--- config.mk ---
export PLATFORM = sky130hd
export DESIGN_NAME = fsw_watchdog
export DESIGN_NICKNAME = d
export VERILOG_FILES = /design/src/rtl/fsw_pkg.sv /design/src/rtl/fsw_watchdog.sv
export VERILOG_INCLUDE_DIRS = /design/src /design/src/rtl
export SDC_FILE = /design/constraint.sdc
export NUM_CORES = 1
export LEC_CHECK = 0
export ABC_CLOCK_PERIOD_IN_PS = 3250
export BUFFER_PORTS_ARGS = -buffer_cell sky130_fd_sc_hd__buf_4
export CAP_MARGIN = 20
export CORE_MARGIN = 4
export CORE_UTILIZATION = 58
export CTS_CLUSTER_DIAMETER = 150
export DETAILED_ROUTE_END_ITERATION = 7
export PLACE_DENSITY = 0.8
export SETUP_SLACK_MARGIN = 0.02
export SKIP_CTS_REPAIR_TIMING = 1
export SYNTH_ARGS = -nofsm -noshare
export SYNTH_HDL_FRONTEND = slang
export SYNTH_SLANG_ARGS = --single-unit
--- constraint.sdc ---
create_clock -name clk_sys -period 3.25 [get_ports clk_sys]
set_input_delay 0.65 -clock clk_sys [delete_from_list [all_inputs] [get_ports clk_sys]]
set_output_delay 0.65 -clock clk_sys [all_outputs]
set_load 0.05 [all_outputs]
--- src/rtl/fsw_regs.svh ---
`ifndef FSW_REGS_SVH
`define FSW_REGS_SVH

// special register addresses of the watchdog
`define FSW_ADDR_CONTROL 11'h45F
`define FSW_ADDR_RELOAD 11'h45B
`define FSW_ADDR_FEED1 11'h45D
`define FSW_ADDR_FEED2 11'h45E

// feed keys
`define FSW_KEY_FIRST 8'hA5
`define FSW_KEY_SECOND 8'h5A

// control register field positions
`define FSW_CTL_SEL_MSB 7
`define FSW_CTL_SEL_LSB 5
`define FSW_CTL_RUN_BIT 2
`define FSW_CTL_TOF_BIT 1

// reset values
`define FSW_RST_SEL 3'h7
`define FSW_RST_RUN 1'b1
`define FSW_RST_TOF 1'b0
`define FSW_RST_RELOAD 8'h00

// timer tick divider terminal counts (divisor minus one)
`define FSW_TICK_LIM_4 6'h03
`define FSW_TICK_LIM_16 6'h0F
`define FSW_TICK_LIM_64 6'h3F

// smallest tap divisor of the prescaler
`define FSW_TAP_BASE 13'h0020

`endif

--- src/rtl/fsw_pkg.sv ---
package fsw_pkg;

`include "fsw_regs.svh"

    // feed sequence progress
    typedef enum logic {
        FSW_FEED_IDLE,
        FSW_FEED_ARMED
    } fsw_feed_type;

    // complete state of the watchdog
    typedef struct packed {
        logic [5:0] tick_div;
        logic [12:0] presc;
        logic [7:0] main_cnt;
        logic [7:0] reload;
        logic [2:0] tap_sel;
        logic run;
        logic tof;
        logic [2:0] pend_sel;
        logic pend_run;
        fsw_feed_type feed;
        logic rst_req;
        logic [7:0] rdata;
    } fsw_state_type;

endpackage

--- src/rtl/fsw_watchdog.sv ---
`timescale 1ns/1ns

`include "fsw_regs.svh"

// Contract
// RULE1 - watchdog counts after every reset
// RULE2 - 13-bit prescaler on timer tick, 8-bit down timer
// RULE3 - select code picks divisor 32 to 4096
// RULE4 - zero plus decrement tick gives underflow, reload
// RULE5 - reload any 8-bit value, clears prescaler
// RULE6 - timeout equals tosc times N times P times W+1
// RULE7 - main timer loads on completed feed or watchdog reset
// RULE8 - software writes A5 then 5A back to back
// RULE9 - correct first key, wrong second key resets
// RULE10 - any access between feed writes resets
// RULE11 - software masks interrupts around feed
// RULE12 - control writes pend until valid feed
// RULE13 - disable: write zero control, then feed
// RULE14 - external reset sets defined watchdog state
// RULE15 - underflow during external reset leaves flag clear
// RULE16 - underflow reloads, sets flag, keeps settings
// RULE17 - watchdog reset restarts cpu, flag clearable
// RULE18 - reset state gives running timeout
// RULE19 - control: select 7..5, run 2, flag 1
// RULE20 - software loads reload then feeds
// RULE21 - software feeds within every timeout
// RULE22 - timer tick is oscillator over 4/16/64
// RULE23 - watchdog reset is one-cycle registered request
module fsw_watchdog
    import fsw_pkg::*;
(
    input wire logic clk_sys,
    input wire logic rst,
    input wire logic [1:0] tick_sel,
    input wire logic sfr_wr,
    input wire logic sfr_rd,
    input wire logic [10:0] sfr_addr,
    input wire logic [7:0] sfr_wdata,
    output logic [7:0] sfr_rdata,
    output logic wdt_reset_req,
    output logic wdt_running,
    output logic wdt_timeout_flag
);

    fsw_state_type q;
    fsw_state_type d;

    // decoded strobes
    logic any_access;
    logic wr_control;
    logic wr_reload;
    logic wr_feed1;
    logic wr_feed2;
    logic rd_control;
    logic rd_reload;

    // timing strobes
    logic [5:0] tick_lim;
    logic tick;
    logic [12:0] tap_mask;
    logic dec;

    // feed and underflow outcome
    logic feed_ok;
    logic feed_bad;
    logic underflow;
    logic autoload;
    logic wd_fire;

    // bus decode; any access anywhere counts for the feed check
    always_comb
    begin
        any_access = sfr_wr | sfr_rd;
        wr_control = sfr_wr && (sfr_addr == `FSW_ADDR_CONTROL);
        wr_reload = sfr_wr && (sfr_addr == `FSW_ADDR_RELOAD);
        wr_feed1 = sfr_wr && (sfr_addr == `FSW_ADDR_FEED1);
        wr_feed2 = sfr_wr && (sfr_addr == `FSW_ADDR_FEED2);
        rd_control = sfr_rd && (sfr_addr == `FSW_ADDR_CONTROL);
        rd_reload = sfr_rd && (sfr_addr == `FSW_ADDR_RELOAD);
    end

    // shared timer tick: oscillator over 4, 16 or 64
    always_comb
    begin
        case (tick_sel) // RULE22
            2'b00:
            begin
                tick_lim = `FSW_TICK_LIM_4;
            end
            2'b01:
            begin
                tick_lim = `FSW_TICK_LIM_16;
            end
            2'b10:
            begin
                tick_lim = `FSW_TICK_LIM_64;
            end
            default:
            begin
                // reserved code falls back to the fastest rate
                tick_lim = `FSW_TICK_LIM_4;
            end
        endcase
        // a lowered limit below the count just wraps once
        tick = (q.tick_div == tick_lim);
    end

    // decrement tap from the top eight prescaler stages
    always_comb
    begin
        // mask of the low stages below the selected tap
        tap_mask = (`FSW_TAP_BASE << q.tap_sel) - 13'h0001; // RULE3
        // one decrement per divisor ticks, only while running
        dec = q.run && tick && ((q.presc & tap_mask) == tap_mask); // RULE2
        underflow = dec && (q.main_cnt == 8'h00); // RULE4
    end

    // feed sequence checking
    always_comb
    begin
        feed_ok = 1'b0;
        feed_bad = 1'b0;
        case (q.feed)
            FSW_FEED_IDLE:
            begin
                feed_ok = 1'b0;
            end
            FSW_FEED_ARMED:
            begin
                if (wr_feed2 && (sfr_wdata == `FSW_KEY_SECOND))
                begin
                    feed_ok = 1'b1;
                end
                else if (wr_feed2)
                begin
                    feed_bad = q.run; // RULE9
                end
                else if (any_access)
                begin
                    // e.g. an interrupt handler touching a register
                    feed_bad = q.run; // RULE10
                end
            end
            default:
            begin
                feed_bad = 1'b0;
            end
        endcase
        // a violation acts like an underflow reset
        wd_fire = underflow | feed_bad;
        autoload = wd_fire | feed_ok; // RULE5
    end

    // next state
    always_comb
    begin
        d = q;

        // free-running tick divider
        d.tick_div = tick ? 6'h00 : q.tick_div + 6'h01;

        // prescaler counts timer ticks while running
        if (q.run && tick)
        begin
            d.presc = q.presc + 13'h0001; // RULE2
        end

        // main timer only counts down on decrement taps
        if (dec)
        begin
            d.main_cnt = q.main_cnt - 8'h01; // RULE6
        end

        // autoload wins over a decrement, clears prescaler
        if (autoload)
        begin
            d.main_cnt = q.reload; // RULE7
            d.presc = 13'h0000; // RULE5
        end

        // reload register is software-owned, never the timer
        if (wr_reload)
        begin
            d.reload = sfr_wdata; // RULE5
        end

        // control select and run writes only land in the pending copy
        if (wr_control)
        begin
            d.pend_sel = sfr_wdata[`FSW_CTL_SEL_MSB:`FSW_CTL_SEL_LSB];
            d.pend_run = sfr_wdata[`FSW_CTL_RUN_BIT]; // RULE12
        end

        // pending settings take effect on a good feed
        if (feed_ok)
        begin
            d.tap_sel = q.pend_sel; // RULE12
            d.run = q.pend_run; // RULE13
        end

        // flag: software clears by writing zero, set wins
        if (wr_control && !sfr_wdata[`FSW_CTL_TOF_BIT])
        begin
            d.tof = 1'b0; // RULE17
        end
        if (wd_fire)
        begin
            // run, reload and tap stay as they are
            d.tof = 1'b1; // RULE16
        end

        // feed sequencer
        case (q.feed)
            FSW_FEED_IDLE:
            begin
                // a wrong first key is simply ignored
                if (wr_feed1 && (sfr_wdata == `FSW_KEY_FIRST))
                begin
                    d.feed = FSW_FEED_ARMED;
                end
            end
            FSW_FEED_ARMED:
            begin
                // the access right after the first key ends it
                if (any_access)
                begin
                    d.feed = FSW_FEED_IDLE;
                end
            end
            default:
            begin
                d.feed = FSW_FEED_IDLE;
            end
        endcase

        // a watchdog reset also drops a half-done feed
        if (wd_fire)
        begin
            d.feed = FSW_FEED_IDLE;
        end

        // reset request one cycle after detection
        d.rst_req = wd_fire; // RULE23

        // registered read data, unmapped reads give zero
        if (rd_control)
        begin
            d.rdata = {q.tap_sel, 2'b00, q.run, q.tof, 1'b0}; // RULE19
        end
        else if (rd_reload)
        begin
            d.rdata = q.reload;
        end
        else
        begin
            d.rdata = 8'h00;
        end
    end

    // state register; external reset forces the running state
    always_ff @(posedge clk_sys or posedge rst)
    begin
        if (rst)
        begin
            // async reset beats any underflow in flight
            q.tick_div <= 6'h00;
            q.presc <= 13'h0000; // RULE14
            q.main_cnt <= `FSW_RST_RELOAD; // RULE14
            q.reload <= `FSW_RST_RELOAD; // RULE14
            q.tap_sel <= `FSW_RST_SEL; // RULE18
            q.run <= `FSW_RST_RUN; // RULE1
            q.tof <= `FSW_RST_TOF; // RULE15
            q.pend_sel <= `FSW_RST_SEL;
            q.pend_run <= `FSW_RST_RUN;
            q.feed <= FSW_FEED_IDLE;
            q.rst_req <= 1'b0;
            q.rdata <= 8'h00;
        end
        else
        begin
            q <= d;
        end
    end

    // outputs straight from the state flops
    assign sfr_rdata = q.rdata;
    assign wdt_reset_req = q.rst_req; // RULE17
    assign wdt_running = q.run;
    assign wdt_timeout_flag = q.tof;

endmodule

* Yosys cells after proc, flatten, opt, wreduce, memory -nomap -nowiden *
Index checks and enable logic that the tools add are counted.

word-level totals
  flip-flop bits (word level) = 54
  input port bits = 25
  output and inout port bits = 11

cells by class
  $add $sub $neg = 4
  equal/unequal tests = 10
  shift-type cells = 1
  muxes and demuxes = 19
  bitwise logic cells = 5
  reduce and logical (&&, ||, !) cells = 17

operator list
  operator                                            number
  == test 11 bit, second input constant               4
  2-to-1 mux 8 bit                                    3
  2-to-1 mux 21 bit                                   1
  adder 13 x 1 -> 13 bit, second input constant       1
  bitwise AND 13 bit                                  1
  == test 13 bit                                      1
  2-to-1 mux 13 bit                                   1
  left shift 6 x 3 -> 13 bit, first input constant    1
  subtractor 13 x 1 -> 13 bit, second input constant  1
  logical AND 1 bit                                   12
  case mux 6 bit (2 select lines)                     1
  2-to-1 mux 1 bit                                    10
  == test 8 x 7 -> 1 bit, second input constant       1
  == test 8 bit, second input constant                1
  logical NOT 8 bit                                   1
  subtractor 8 x 1 -> 8 bit, second input constant    1
  adder 6 x 1 -> 6 bit, second input constant         1
  == test 6 bit                                       1
  2-to-1 mux 6 bit                                    1
  nonzero test 2 bit                                  3
  case mux 1 bit (2 select lines)                     2
  bitwise OR 1 bit                                    3
  == test 2 x 1 -> 1 bit, second input constant       1
  == test 2 bit, second input constant                1
  2 further kinds                                     2

* Depth between registers and ports, before layout *
Gate-level depths: netlist (run 1).

  depth after elaboration = 9
  depth in mapped cells = 12
  mapped depth without buffers = 9

* Least setup slack after synthesis (run 1) *
Ideal clock, no wire load.

  path kind = reg2reg
  start = register q[18] (netlist bit)
  end = register q[27] (netlist bit)
  library setup time = 125 ps
  data arrival time = 2765 ps
  required time = 3125 ps
  slack = 360 ps
  stages on the path, launching flop included = 11
  path through = dfstp_2 buf_6 or3_4 ha_1 nor2b_1 a311oi_1 o32ai_1 or4_4 nand2_4 buf_12 mux2_4

on the way
  longest elaborated chain between the ends = 9
  elaborated cells on any way between the ends = 10
  those cells by class = add/sub (1); eq/ne (1); shift (1); mux (1); bitwise (3); reduce/logical (3)

RTL lines
  element                                                  RTL line             source
  from (decl)                                              fsw_watchdog.sv:45   fsw_state_type q;
  left shift 6 x 3 -> 13 bit (no source line) (*)          -
  subtractor 13 x 1 -> 13 bit (*)                          fsw_watchdog.sv:112  tap_mask = (`FSW_TAP_BASE << q.tap_sel) - 13'h0001;
  bitwise AND 13 bit                                       fsw_watchdog.sv:114  dec = q.run && tick && ((q.presc & tap_mask) == tap_mask);
  == test 13 bit (*)                                       fsw_watchdog.sv:114
  logical AND 1 bit (*)                                    fsw_watchdog.sv:114
  logical AND 1 bit                                        fsw_watchdog.sv:115  underflow = dec && (q.main_cnt == 8'h00);
  bitwise OR 1 bit                                         fsw_watchdog.sv:150  wd_fire = underflow | feed_bad;
  bitwise OR 1 bit                                         fsw_watchdog.sv:151  autoload = wd_fire | feed_ok;
  2-to-1 mux 21 bit or nonzero test 2 bit (tied branches)  -

Every way passes the cells marked *; elsewhere a longest branch is shown, timed or not.
A chain may end at the register's enable or synchronous reset.

* Final worst setup path (run 1) *
  start = register q[18] (netlist bit)
  end = register q[32] (netlist bit)

Same word-level chain as after synthesis.

==> impl_metrics.json, run 1 <==
{
  "final-hold-violation-count": 0,
  "fin_skew_ns": 0.0127,
  "cp-start-kind": "flip-flop",
  "drtAntennaViolNets": 0,
  "seqPwrFrac": 0.567,
  "grt_max_degree": 54,
  "pwr-share-clk": 0.357,
  "synthMuxAreaShare": 0.120,
  "ys_ff_latch": 53,
  "rows": 25,
  "ios": 36,
  "ctsRootBufferMaster": "clkbuf_8",
  "slew_headroom": 0.654,
  "post_drt_wl_per_cell_um": 15.2,
  "pwr-share-comb": 0.076,
  "leakage_nw": 1.50,
  "dp.cells": 346,
  "grt_pass1_wl_um": 9490,
  "die_height_um": 78.0,
  "p_switching_mw": 0.276,
  "grt_pass1_vias": 2012,
  "synth_cells": 259,
  "ir_drop_mv": 0.242,
  "end_kind": "flip-flop",
  "synth_top_family_by_area": "simple AND/OR/NAND/NOR gates",
  "finalCriticalPeriod_ns": 3.06,
  "synth_top_area_share": 0.396,
  "yosys.area_share.simple": 0.208,
  "fp.dieW_um": 78.0,
  "drive_above_1_share": 0.295,
  "n_antenna_cell": 0,
  "worst_pin_slew_ns": 0.512,
  "dieArea_um2": 6080,
  "tritoncts": "done",
  "grt_overflow": 0,
  "holdCritPathClass": "in2async",
  "critical_path_class": "reg2reg",
  "status": "completed",
  "total_power_mw": 1.26,
  "synthTopCellsByCount": "dfrtp_1, nor2_1, mux2_2, nand2_1, xor2_1",
  "grtUsageTotal": 0.201,
  "path_max_fanout": 19,
  "drt_iter0_drc": 194,
  "synthArstFlopShare": 1.00,
  "cts.path.max_buffers": 2,
  "place_ws_ns": 0.199,
  "yosysSeqAreaShare": 0.470,
  "core_area_um2": 4720,
  "rsz0062_at_grt": "no",
  "synthFlopType": "dfrtp_1",
  "synth.avg_cell_area_um2": 11.0,
  "max_cap_violations": 0,
  "syn_nets": 289,
  "synth-xor-area-share": 0.0647,
  "portBuffers": 35,
  "p_sw_frac": 0.219,
  "finalNonFillerCells": 355,
  "nets": 317,
  "synthTopCellsByArea": "dfrtp_1, dfstp_2, mux2_2",
  "yosys.area_share.adder": 0.0220,
  "clock-sinks": 53,
  "netlist_area_um2": 2840,
  "path_clk_slew_ns": 0.09,
  "synth.most_common_cell": "dfrtp_1",
  "vias": 1949,
  "firstDrtPassIters": 4,
  "setup_slack_ns": 0.192,
  "ys_warn_count": 0,
  "routed_wl_um": 5410,
  "timing.fmax_ghz": 0.327,
  "synthToLayoutAreaGrowth_pct": 13.3,
  "cts_buffers": 5,
  "internal_power_mw": 0.985,
  "hold_ws_ns": 0.251,
  "hpwl_um": 4070,
  "h-tree-depth": 2,
  "period_share": 0.941,
  "synth_edf_count": 0,
  "power_density_nw_per_um2": 392,
  "gp_congestion": 0.821,
  "route.detailed.drc": 0,
  "use_met2": 0.325,
  "insertion_delay_ns": 0.30,
  "top_usage_layer": "met2",
  "required_ns": 3.45,
  "finalMaxSlewViolations": 0,
  "finalSetupViolCount": 0,
  "synth_top_area_cell": "dfrtp_1",
  "antenna_found_initial": 0,
  "met1_usage": 0.269,
  "tns_ns": 0,
  "synth_cell_types": 52,
  "use_met3": 0.0394,
  "arrival_ns": 3.26,
  "initial_utilization": 0.602,
  "vias_per_cell": 5.49,
  "synth_compound_area_frac": 0.0590
}
-- critical path, cell delays in order (launching register included) --
cell,delay [ns]
dfstp_2,0.42
or3_4,0.41
ha_1,0.27
nor2b_1,0.15
a311oi_1,0.29
o32ai_2,0.19
or4_4,0.60
nand2_4,0.24
mux2_2,0.37
-- cells by family after synthesis --
logic type      Yosys count
mux                      29
buf+inv                  25
xor+xnor                 21
simple gates            107
compound gates           19
flops                    53
fa+ha+maj                 5
-- sequential cells by signal, summed over array words and instances, names as in the netlist --
register / cells
wdt_timeout_flag: 1
wdt_reset_req: 1
q: 42
wdt_running: 1
sfr_rdata: 8
-- per-stage QoR --
stage,cell area [um^2],util
global placement,3080,0.651
floorplan,2840,-
CTS,3190,0.676
detailed placement,3080,0.651
finish,3220,0.682
global route,3220,0.682
-- path summary, 6_finish.rpt --
kind | depth (start not counted) | slack [ns] | end | from
min in group clk_sys | 1 | 0.48 | q[48]$_DFF_PP0_ | q[48]$_DFF_PP0_
worst max-delay path | 8 | 0.19 | q[32]$_DFFE_PP0P_ | q[18]$_DFFE_PP1P_
worst min register to register | 1 | 0.48 | q[48]$_DFF_PP0_ | q[48]$_DFF_PP0_
worst max register to register | 8 | 0.19 | q[32]$_DFFE_PP0P_ | q[18]$_DFFE_PP1P_
worst min-delay path | 2 | 0.25 | q[52]$_DFF_PP0_ | rst
max in group asynchronous | 3 | 2.45 | q[17]$_DFFE_PP1P_ | rst
-- metal layers --
| metal | routed length [um] | vias to the layer above | share of wire |
|---|---|---|---|
| li1 | - | 952 | - |
| met1 | 2490 | 966 | 0.46 |
| met3 | 154 | 7 | 0.028 |
| met4 | 99 | 0 | 0.018 |
| met5 | 0 | - | 0 |
| met2 | 2660 | 24 | 0.49 |
-- power groups by stage --
stage	logic [mW]	clock network, mW	registers (mW)
2_1_floorplan	0.0568	0	0.720
4_1_cts	0.0936	0.462	0.715
3_3_place_gp	0.0896	0	0.726
3_5_place_dp	0.0926	0	0.728
5_1_grt	0.108	0.493	0.721
6_report	0.0955	0.451	0.715
-- cell type report --
type | instances | area [um^2]
Sequential cell | 53 | 1340
Inverter | 8 | 30.0
Clock buffer | 7 | 86.3
Multi-Input combinational cell | 181 | 1360
Timing Repair Buffer | 38 | 298
Tap cell | 67 | 83.8
Clock inverter | 1 | 30.0
Fill cell | 364 | 1500
-- placed cells by master, fill, tap and decap left out, drive strengths merged, types with 2 or more instances in the layout --
| cell | instances |
|---|---|
| nand4 | 4 |
| nor2 | 35 |
| clkbuf | 7 |
| dfstp | 8 |
| o211ai | 2 |
| nand2 | 15 |
| xor2 | 12 |
| nand2b | 4 |
| o21a | 2 |
| nor4 | 3 |
| or3 | 2 |
| nor3b | 2 |
| o21ai | 2 |
| nor3 | 8 |
| and3 | 3 |
| nand3 | 9 |
| dfrtp | 45 |
| and4 | 4 |
| buf | 38 |
| nor4b | 3 |
| xnor2 | 9 |
| mux2 | 23 |
| a21oi | 2 |
| nor2b | 3 |
| and2 | 4 |
| nor4bb | 4 |
| ha | 5 |
| inv | 8 |
| mux2i | 6 |
No activity file was read; power rests on OpenSTA's default activity.
==> run 2, diff against run 1 <==
--- a/config.mk
+++ b/config.mk
@@ -6,6 +6,7 @@
 export SDC_FILE = /design/constraint.sdc
 export NUM_CORES = 1
 export LEC_CHECK = 0
+export ABC_AREA = 1
 export ABC_CLOCK_PERIOD_IN_PS = 3250
 export BUFFER_PORTS_ARGS = -buffer_cell sky130_fd_sc_hd__buf_4
 export CAP_MARGIN = 20
==> run 2 against run 1 <==
Against the previous run:
- wire length is 2.7% higher
- critical endpoint is now q[29]$_DFFE_PP0P_
- design area is 4.2% higher
- maximum frequency is 29% higher
- register-to-register slack better by 0.69 ns
- first-iteration DRC count is 52% lower
- sequential power is 1% higher
- clock power is 6.7% higher
==> impl_metrics.json, run 2 <==
{
  "fin_util": 0.692,
  "required_ns": 3.45,
  "holdCritPathClass": "in2async",
  "routed_wl_um": 5560,
  "ir_drop_mv": 0.228,
  "slew_headroom": 0.575,
  "synth.most_common_cell": "nand2_1",
  "finalNonFillerCells": 467,
  "nFillCells": 429,
  "die_height_um": 79.8,
  "ys_ff_latch": 53,
  "largest_register_ffs": 42,
  "route.detailed.drc": 0,
  "path_clk_slew_ns": 0.10,
  "ys_warn_count": 0,
  "drive_above_1_share": 0.218,
  "synth.avg_cell_area_um2": 8.13,
  "path_max_fanout": 28,
  "r2r-start": "q[18]$_DFFE_PP1P_",
  "leakage_nw": 1.66,
  "final-hold-violation-count": 0,
  "nets": 429,
  "ios": 36,
  "power_density_nw_per_um2": 397,
  "tns_ns": 0,
  "period_share": 0.728,
  "finalMaxSlewViolations": 0,
  "finalSetupViolCount": 0,
  "cp-start-kind": "flip-flop",
  "grtUsageTotal": 0.201,
  "critical_path_class": "reg2reg",
  "synth_cell_types": 35,
  "initial_utilization": 0.617,
  "hpwl_um": 4360,
  "registers.top_by_ff_count": "q",
  "core_area_um2": 4850,
  "status": "completed",
  "rsz0062_at_grt": "no",
  "n_antenna_cell": 0,
  "dp.cells": 459,
  "worst-r2r-cell-count": 12,
  "vias": 2341,
  "grt_overflow": 0,
  "cts_buffers": 5,
  "netlist_area_um2": 2990,
  "p_switching_mw": 0.325,
  "yosysSeqAreaShare": 0.447,
  "pwr-share-clk": 0.362,
  "total_power_mw": 1.33,
  "synthToLayoutAreaGrowth_pct": 12.2,
  "worst_pin_slew_ns": 0.636,
  "final_cell_mix": "nand2_1, dfrtp_1, inv_1",
  "drt_iter0_drc": 94,
  "firstDrtPassIters": 4,
  "dieArea_um2": 6370,
  "antenna_found_initial": 0,
  "fp.dieW_um": 79.8,
  "syn_nets": 398,
  "finalCriticalPeriod_ns": 2.37,
  "timing.fmax_ghz": 0.423,
  "insertion_delay_ns": 0.31,
  "drtAntennaViolNets": 0,
  "pwr-share-comb": 0.095,
  "synthArstFlopShare": 1.00,
  "ctsRootBufferMaster": "clkbuf_8",
  "synthTopCellsByArea": "dfrtp_1, nand2_1, dfstp_2",
  "portBuffers": 35,
  "gp_congestion": 0.893,
  "seqPwrFrac": 0.543,
  "vias_per_cell": 5.01,
  "arrival_ns": 2.57,
  "grt_max_degree": 32,
  "ff2ff_setup_slack_ns": 0.88,
  "tritoncts": "done",
  "crit_chain": "inv_2 > nand2_1 > ha_1 > nand2_1 > nand2_1 > nand3_1 > nand2_1 > nor2_4 > nand3_4 > nand3_4 > o21ai_0 > nand2_1",
  "final_common_cell": "nand2_1",
  "grt_pass1_wl_um": 10000,
  "synthTopCellsByCount": "nand2_1, dfrtp_1, inv_1, nor2_1, nand3_1",
  "synth_top_area_share": 0.377,
  "internal_power_mw": 1.01,
  "synth_edf_count": 0,
  "cp_slowest_stage_delay_ns": 0.64,
  "p_sw_frac": 0.244,
  "synth_cells": 368,
  "post_drt_wl_per_cell_um": 11.9,
  "grt_pass1_vias": 2301,
  "synth_top_area_cell": "dfrtp_1",
  "cpMaxStageDelayCell": "dfstp_2",
  "clock-sinks": 53,
  "r2r-end": "q[29]$_DFFE_PP0P_",
  "cts.path.max_buffers": 2,
  "rows": 25,
  "synthFlopType": "dfrtp_1",
  "h-tree-depth": 2,
  "max_cap_violations": 0,
  "fin_skew_ns": 0.00755,
  "end_kind": "flip-flop",
  "crit_top_cell": "nand2_1"
}
==> run 2: worst max path at each step <==
stage | from | to | slack, ns | cells past startpoint
floorplan | tick_sel[0] | q[39]$_DFFE_PP0P_ | 1.21 | 10
global placement | tick_sel[0] | q[33]$_DFFE_PP0P_ | 0.92 | 11
detailed placement | sfr_addr[5] | q[29]$_DFFE_PP0P_ | 0.83 | 9
CTS | q[18]$_DFFE_PP1P_ | q[31]$_DFFE_PP0P_ | 0.88 | 14
global route | q[18]$_DFFE_PP1P_ | q[33]$_DFFE_PP0P_ | 0.65 | 14
finish | q[18]$_DFFE_PP1P_ | q[29]$_DFFE_PP0P_ | 0.88 | 12
==> run 2: layout make-up <==
class | instances | area (um^2) | area share
Tap cell | 67 | 83.8 | 0.0250
Sequential cell | 53 | 1340 | 0.398
Inverter | 46 | 175 | 0.0522
Clock inverter | 2 | 41.3 | 0.0123
Multi-Input combinational cell | 256 | 1360 | 0.405
Clock buffer | 6 | 82.6 | 0.0246
Timing Repair Buffer | 37 | 278 | 0.0828
==> run 2: cell families after synthesis <==
family          count (synthesis)  share of synthesized area
simple gates                  198                      0.317
buf+inv                        59                     0.0992
flops                          53                      0.447
compound gates                 37                     0.0657
xor+xnor                       12                     0.0351
fa+ha+maj                       5                     0.0209
mux                             4                     0.0151
==> run 2: worst max-delay path: cells and delay by family (launching register included) <==
kind	cells	cell delay, ns
simple gates	9	0.96
flops	1	0.64
compound gates	1	0.30
fa+ha+maj	1	0.26
buf+inv	1	0.08
==> run 2: layer usage <==
| metal | up-vias | wire length [um] | GRT usage |
|---|---|---|---|
| met5 | - | 0 | 0 |
| met4 | 0 | 72 | 0.0676 |
| met3 | 6 | 212 | 0.0463 |
| met2 | 42 | 2620 | 0.339 |
| met1 | 1068 | 2650 | 0.254 |
| li1 | 1225 | - | - |
==> run 2: stage by stage <==
step                cell area (um^2)  hold WS, ns  setup WS, ns
global route                    3350        0.472         0.646
CTS                             3350        0.430         0.885
detailed placement              3230        0.459         0.829
floorplan                       2990        0.433          1.21
global placement                3230        0.452         0.924
finish                          3350        0.419         0.884
==> run 2: power by group through the flow <==
stage	sequential [mW]	combinational [mW]	clock [mW]
detailed placement	0.735	0.129	0
global route	0.730	0.148	0.518
floorplan	0.731	0.0831	0
finish	0.723	0.127	0.481
global placement	0.735	0.125	0
CTS	0.723	0.129	0.491
==> run 3, diff against run 2 <==
--- a/config.mk
+++ b/config.mk
@@ -7,7 +7,7 @@
 export NUM_CORES = 1
 export LEC_CHECK = 0
 export ABC_AREA = 1
-export ABC_CLOCK_PERIOD_IN_PS = 3250
+export ABC_CLOCK_PERIOD_IN_PS = 2340
 export BUFFER_PORTS_ARGS = -buffer_cell sky130_fd_sc_hd__buf_4
 export CAP_MARGIN = 20
 export CORE_MARGIN = 4
==> constraint.sdc (replaced) <==
create_clock -name clk_sys -period 2.34 [get_ports clk_sys]
set_input_delay 0.468 -clock clk_sys [delete_from_list [all_inputs] [get_ports clk_sys]]
set_output_delay 0.468 -clock clk_sys [all_outputs]
set_load 0.05 [all_outputs]
==> run 3 against run 2 <==
Against the previous run:
- clock-buffer cell count decreased by 1
- critical path depth up 2
- sequential power up 40%
- clock skew rose by 0.0014 ns
- flip-flop and latch count stayed put
- wire length up 9.8%
- clock power grew 53%
- global-route usage up 0.74 points
- total power rose by 44%
- combinational power is 41% higher
- critical endpoint is now q[32]$_DFFE_PP0P_
- largest power group unchanged
- highest routed layer unchanged
==> impl_metrics.json, run 3 (synthesized netlist as in run 2, its figures left out) <==
{
  "status": "completed",
  "leakage_nw": 1.71,
  "critical_path_class": "reg2reg",
  "cp-start-kind": "flip-flop",
  "finalSetupViolCount": 0,
  "die_height_um": 79.8,
  "ir_drop_mv": 0.396,
  "n_antenna_cell": 0,
  "nets": 434,
  "h-tree-depth": 2,
  "crit_top_cell": "nand2_1",
  "slew_headroom": 0.654,
  "nFillCells": 414,
  "grt_overflow": 0,
  "fin_area_um2": 3430,
  "path_clk_slew_ns": 0.10,
  "holdCritPathClass": "in2async",
  "dpl_cell_area_um2": 3270,
  "hpwl_um": 4440,
  "arrival_ns": 2.38,
  "antenna_found_initial": 0,
  "synthToLayoutAreaGrowth_pct": 14.7,
  "final-hold-violation-count": 0,
  "core_area_um2": 4850,
  "cp_slowest_stage_delay_ns": 0.61,
  "dp.cells": 462,
  "portBuffers": 35,
  "drt_iter0_drc": 127,
  "initial_utilization": 0.617,
  "grt_max_degree": 38,
  "internal_power_mw": 1.47,
  "final_common_cell": "nand2_1",
  "route.detailed.drc": 0,
  "largest_register_ffs": 42,
  "grt_pass1_wl_um": 10500,
  "drtAntennaViolNets": 0,
  "registers.top_by_ff_count": "q",
  "path_max_fanout": 12,
  "cp_top_family": "simple AND/OR/NAND/NOR gates",
  "insertion_delay_ns": 0.31,
  "rows": 25,
  "finalCriticalPeriod_ns": 2.19,
  "pwr-share-comb": 0.093,
  "p_switching_mw": 0.446,
  "grtUsageTotal": 0.209,
  "critPathBufInv": 2,
  "setup_slack_ns": 0.155,
  "place_ws_ns": 0.0863,
  "vias": 2445,
  "end_kind": "flip-flop",
  "final_cell_mix": "nand2_1, dfrtp_1, inv_1",
  "firstDrtPassIters": 4,
  "vias_per_cell": 5.18,
  "clock-sinks": 53,
  "ios": 36,
  "fin_skew_ns": 0.00895,
  "p_sw_frac": 0.232,
  "fin_util": 0.708,
  "power_density_nw_per_um2": 559,
  "seqPwrFrac": 0.524,
  "fp.dieW_um": 79.8,
  "timing.fmax_ghz": 0.458,
  "ctsRootBufferMaster": "clkbuf_8",
  "finalNonFillerCells": 472,
  "tritoncts": "done",
  "routed_wl_um": 6100,
  "worst_pin_slew_ns": 0.517,
  "cts.path.max_buffers": 2,
  "total_power_mw": 1.92,
  "gp_congestion": 0.818,
  "post_drt_wl_per_cell_um": 12.9,
  "grt_pass1_vias": 2359,
  "cpMaxStageDelayCell": "dfstp_2",
  "drive_above_1_share": 0.227,
  "pwr-share-clk": 0.383,
  "required_ns": 2.54,
  "cts_buffers": 5,
  "period_share": 0.934,
  "dieArea_um2": 6370,
  "finalMaxSlewViolations": 0,
  "max_cap_violations": 0,
  "crit_chain": "inv_2 > nand3_1 > ha_1 > nand4_1 > nand2_1 > inv_1 > nand2_1 > nand2_2 > nor2_4 > nand3_4 > nand3_4 > nand2_1 > o21ai_0 > nand2_1"
}
==> run 3: stage by stage <==
stage               setup TNS, ns  hold WS, ns
finish                          0        0.130
global route             -0.00207        0.154
CTS                             0        0.138
detailed placement              0        0.461
global placement                0        0.453
floorplan                       0        0.433
==> run 3: final cells by class <==
| cell class | count | area, um^2 | area share |
|---|---|---|---|
| clock buffer | 5 | 68.8 | 0.0201 |
| clock inverter | 3 | 68.8 | 0.0201 |
| inverter | 46 | 175 | 0.0511 |
| multi-input combinational | 258 | 1390 | 0.404 |
| sequential | 53 | 1340 | 0.389 |
| tap | 67 | 83.8 | 0.0244 |
| timing repair buffer | 40 | 313 | 0.0912 |
==> run 3: final timing paths <==
check	start	to	slack, ns	depth (start not counted)
setup / recovery	q[17]$_DFFE_PP1P_	q[32]$_DFFE_PP0P_	0.15	14
hold / removal	rst	q[52]$_DFF_PP0_	0.13	2
setup reg to reg	q[17]$_DFFE_PP1P_	q[32]$_DFFE_PP0P_	0.15	14
hold reg to reg	q[48]$_DFF_PP0_	q[48]$_DFF_PP0_	0.47	1
max in group asynchronous	rst	q[13]$_DFFE_PP1P_	1.62	3
min in group clk_sys	sfr_wdata[1]	q[20]$_DFFE_PP0P_	0.43	3
==> run 3: power by group through the flow <==
| stage | Sequential (mW) | Clock [mW] | Combinational [mW] |
|---|---|---|---|
| global route | 1.01 | 0.792 | 0.205 |
| detailed placement | 1.02 | 0 | 0.182 |
| CTS | 1.01 | 0.748 | 0.181 |
| floorplan | 1.01 | 0 | 0.115 |
| finish | 1.01 | 0.734 | 0.179 |
| global placement | 1.02 | 0 | 0.175 |
==> run 3: layer usage <==
| metal | global-route usage | up-vias | share of wire |
|---|---|---|---|
| met5 | 0 | - | 0 |
| met4 | 0.0591 | 0 | 0.013 |
| met3 | 0.0530 | 9 | 0.051 |
| met2 | 0.357 | 55 | 0.49 |
| met1 | 0.260 | 1143 | 0.44 |
| li1 | - | 1238 | - |
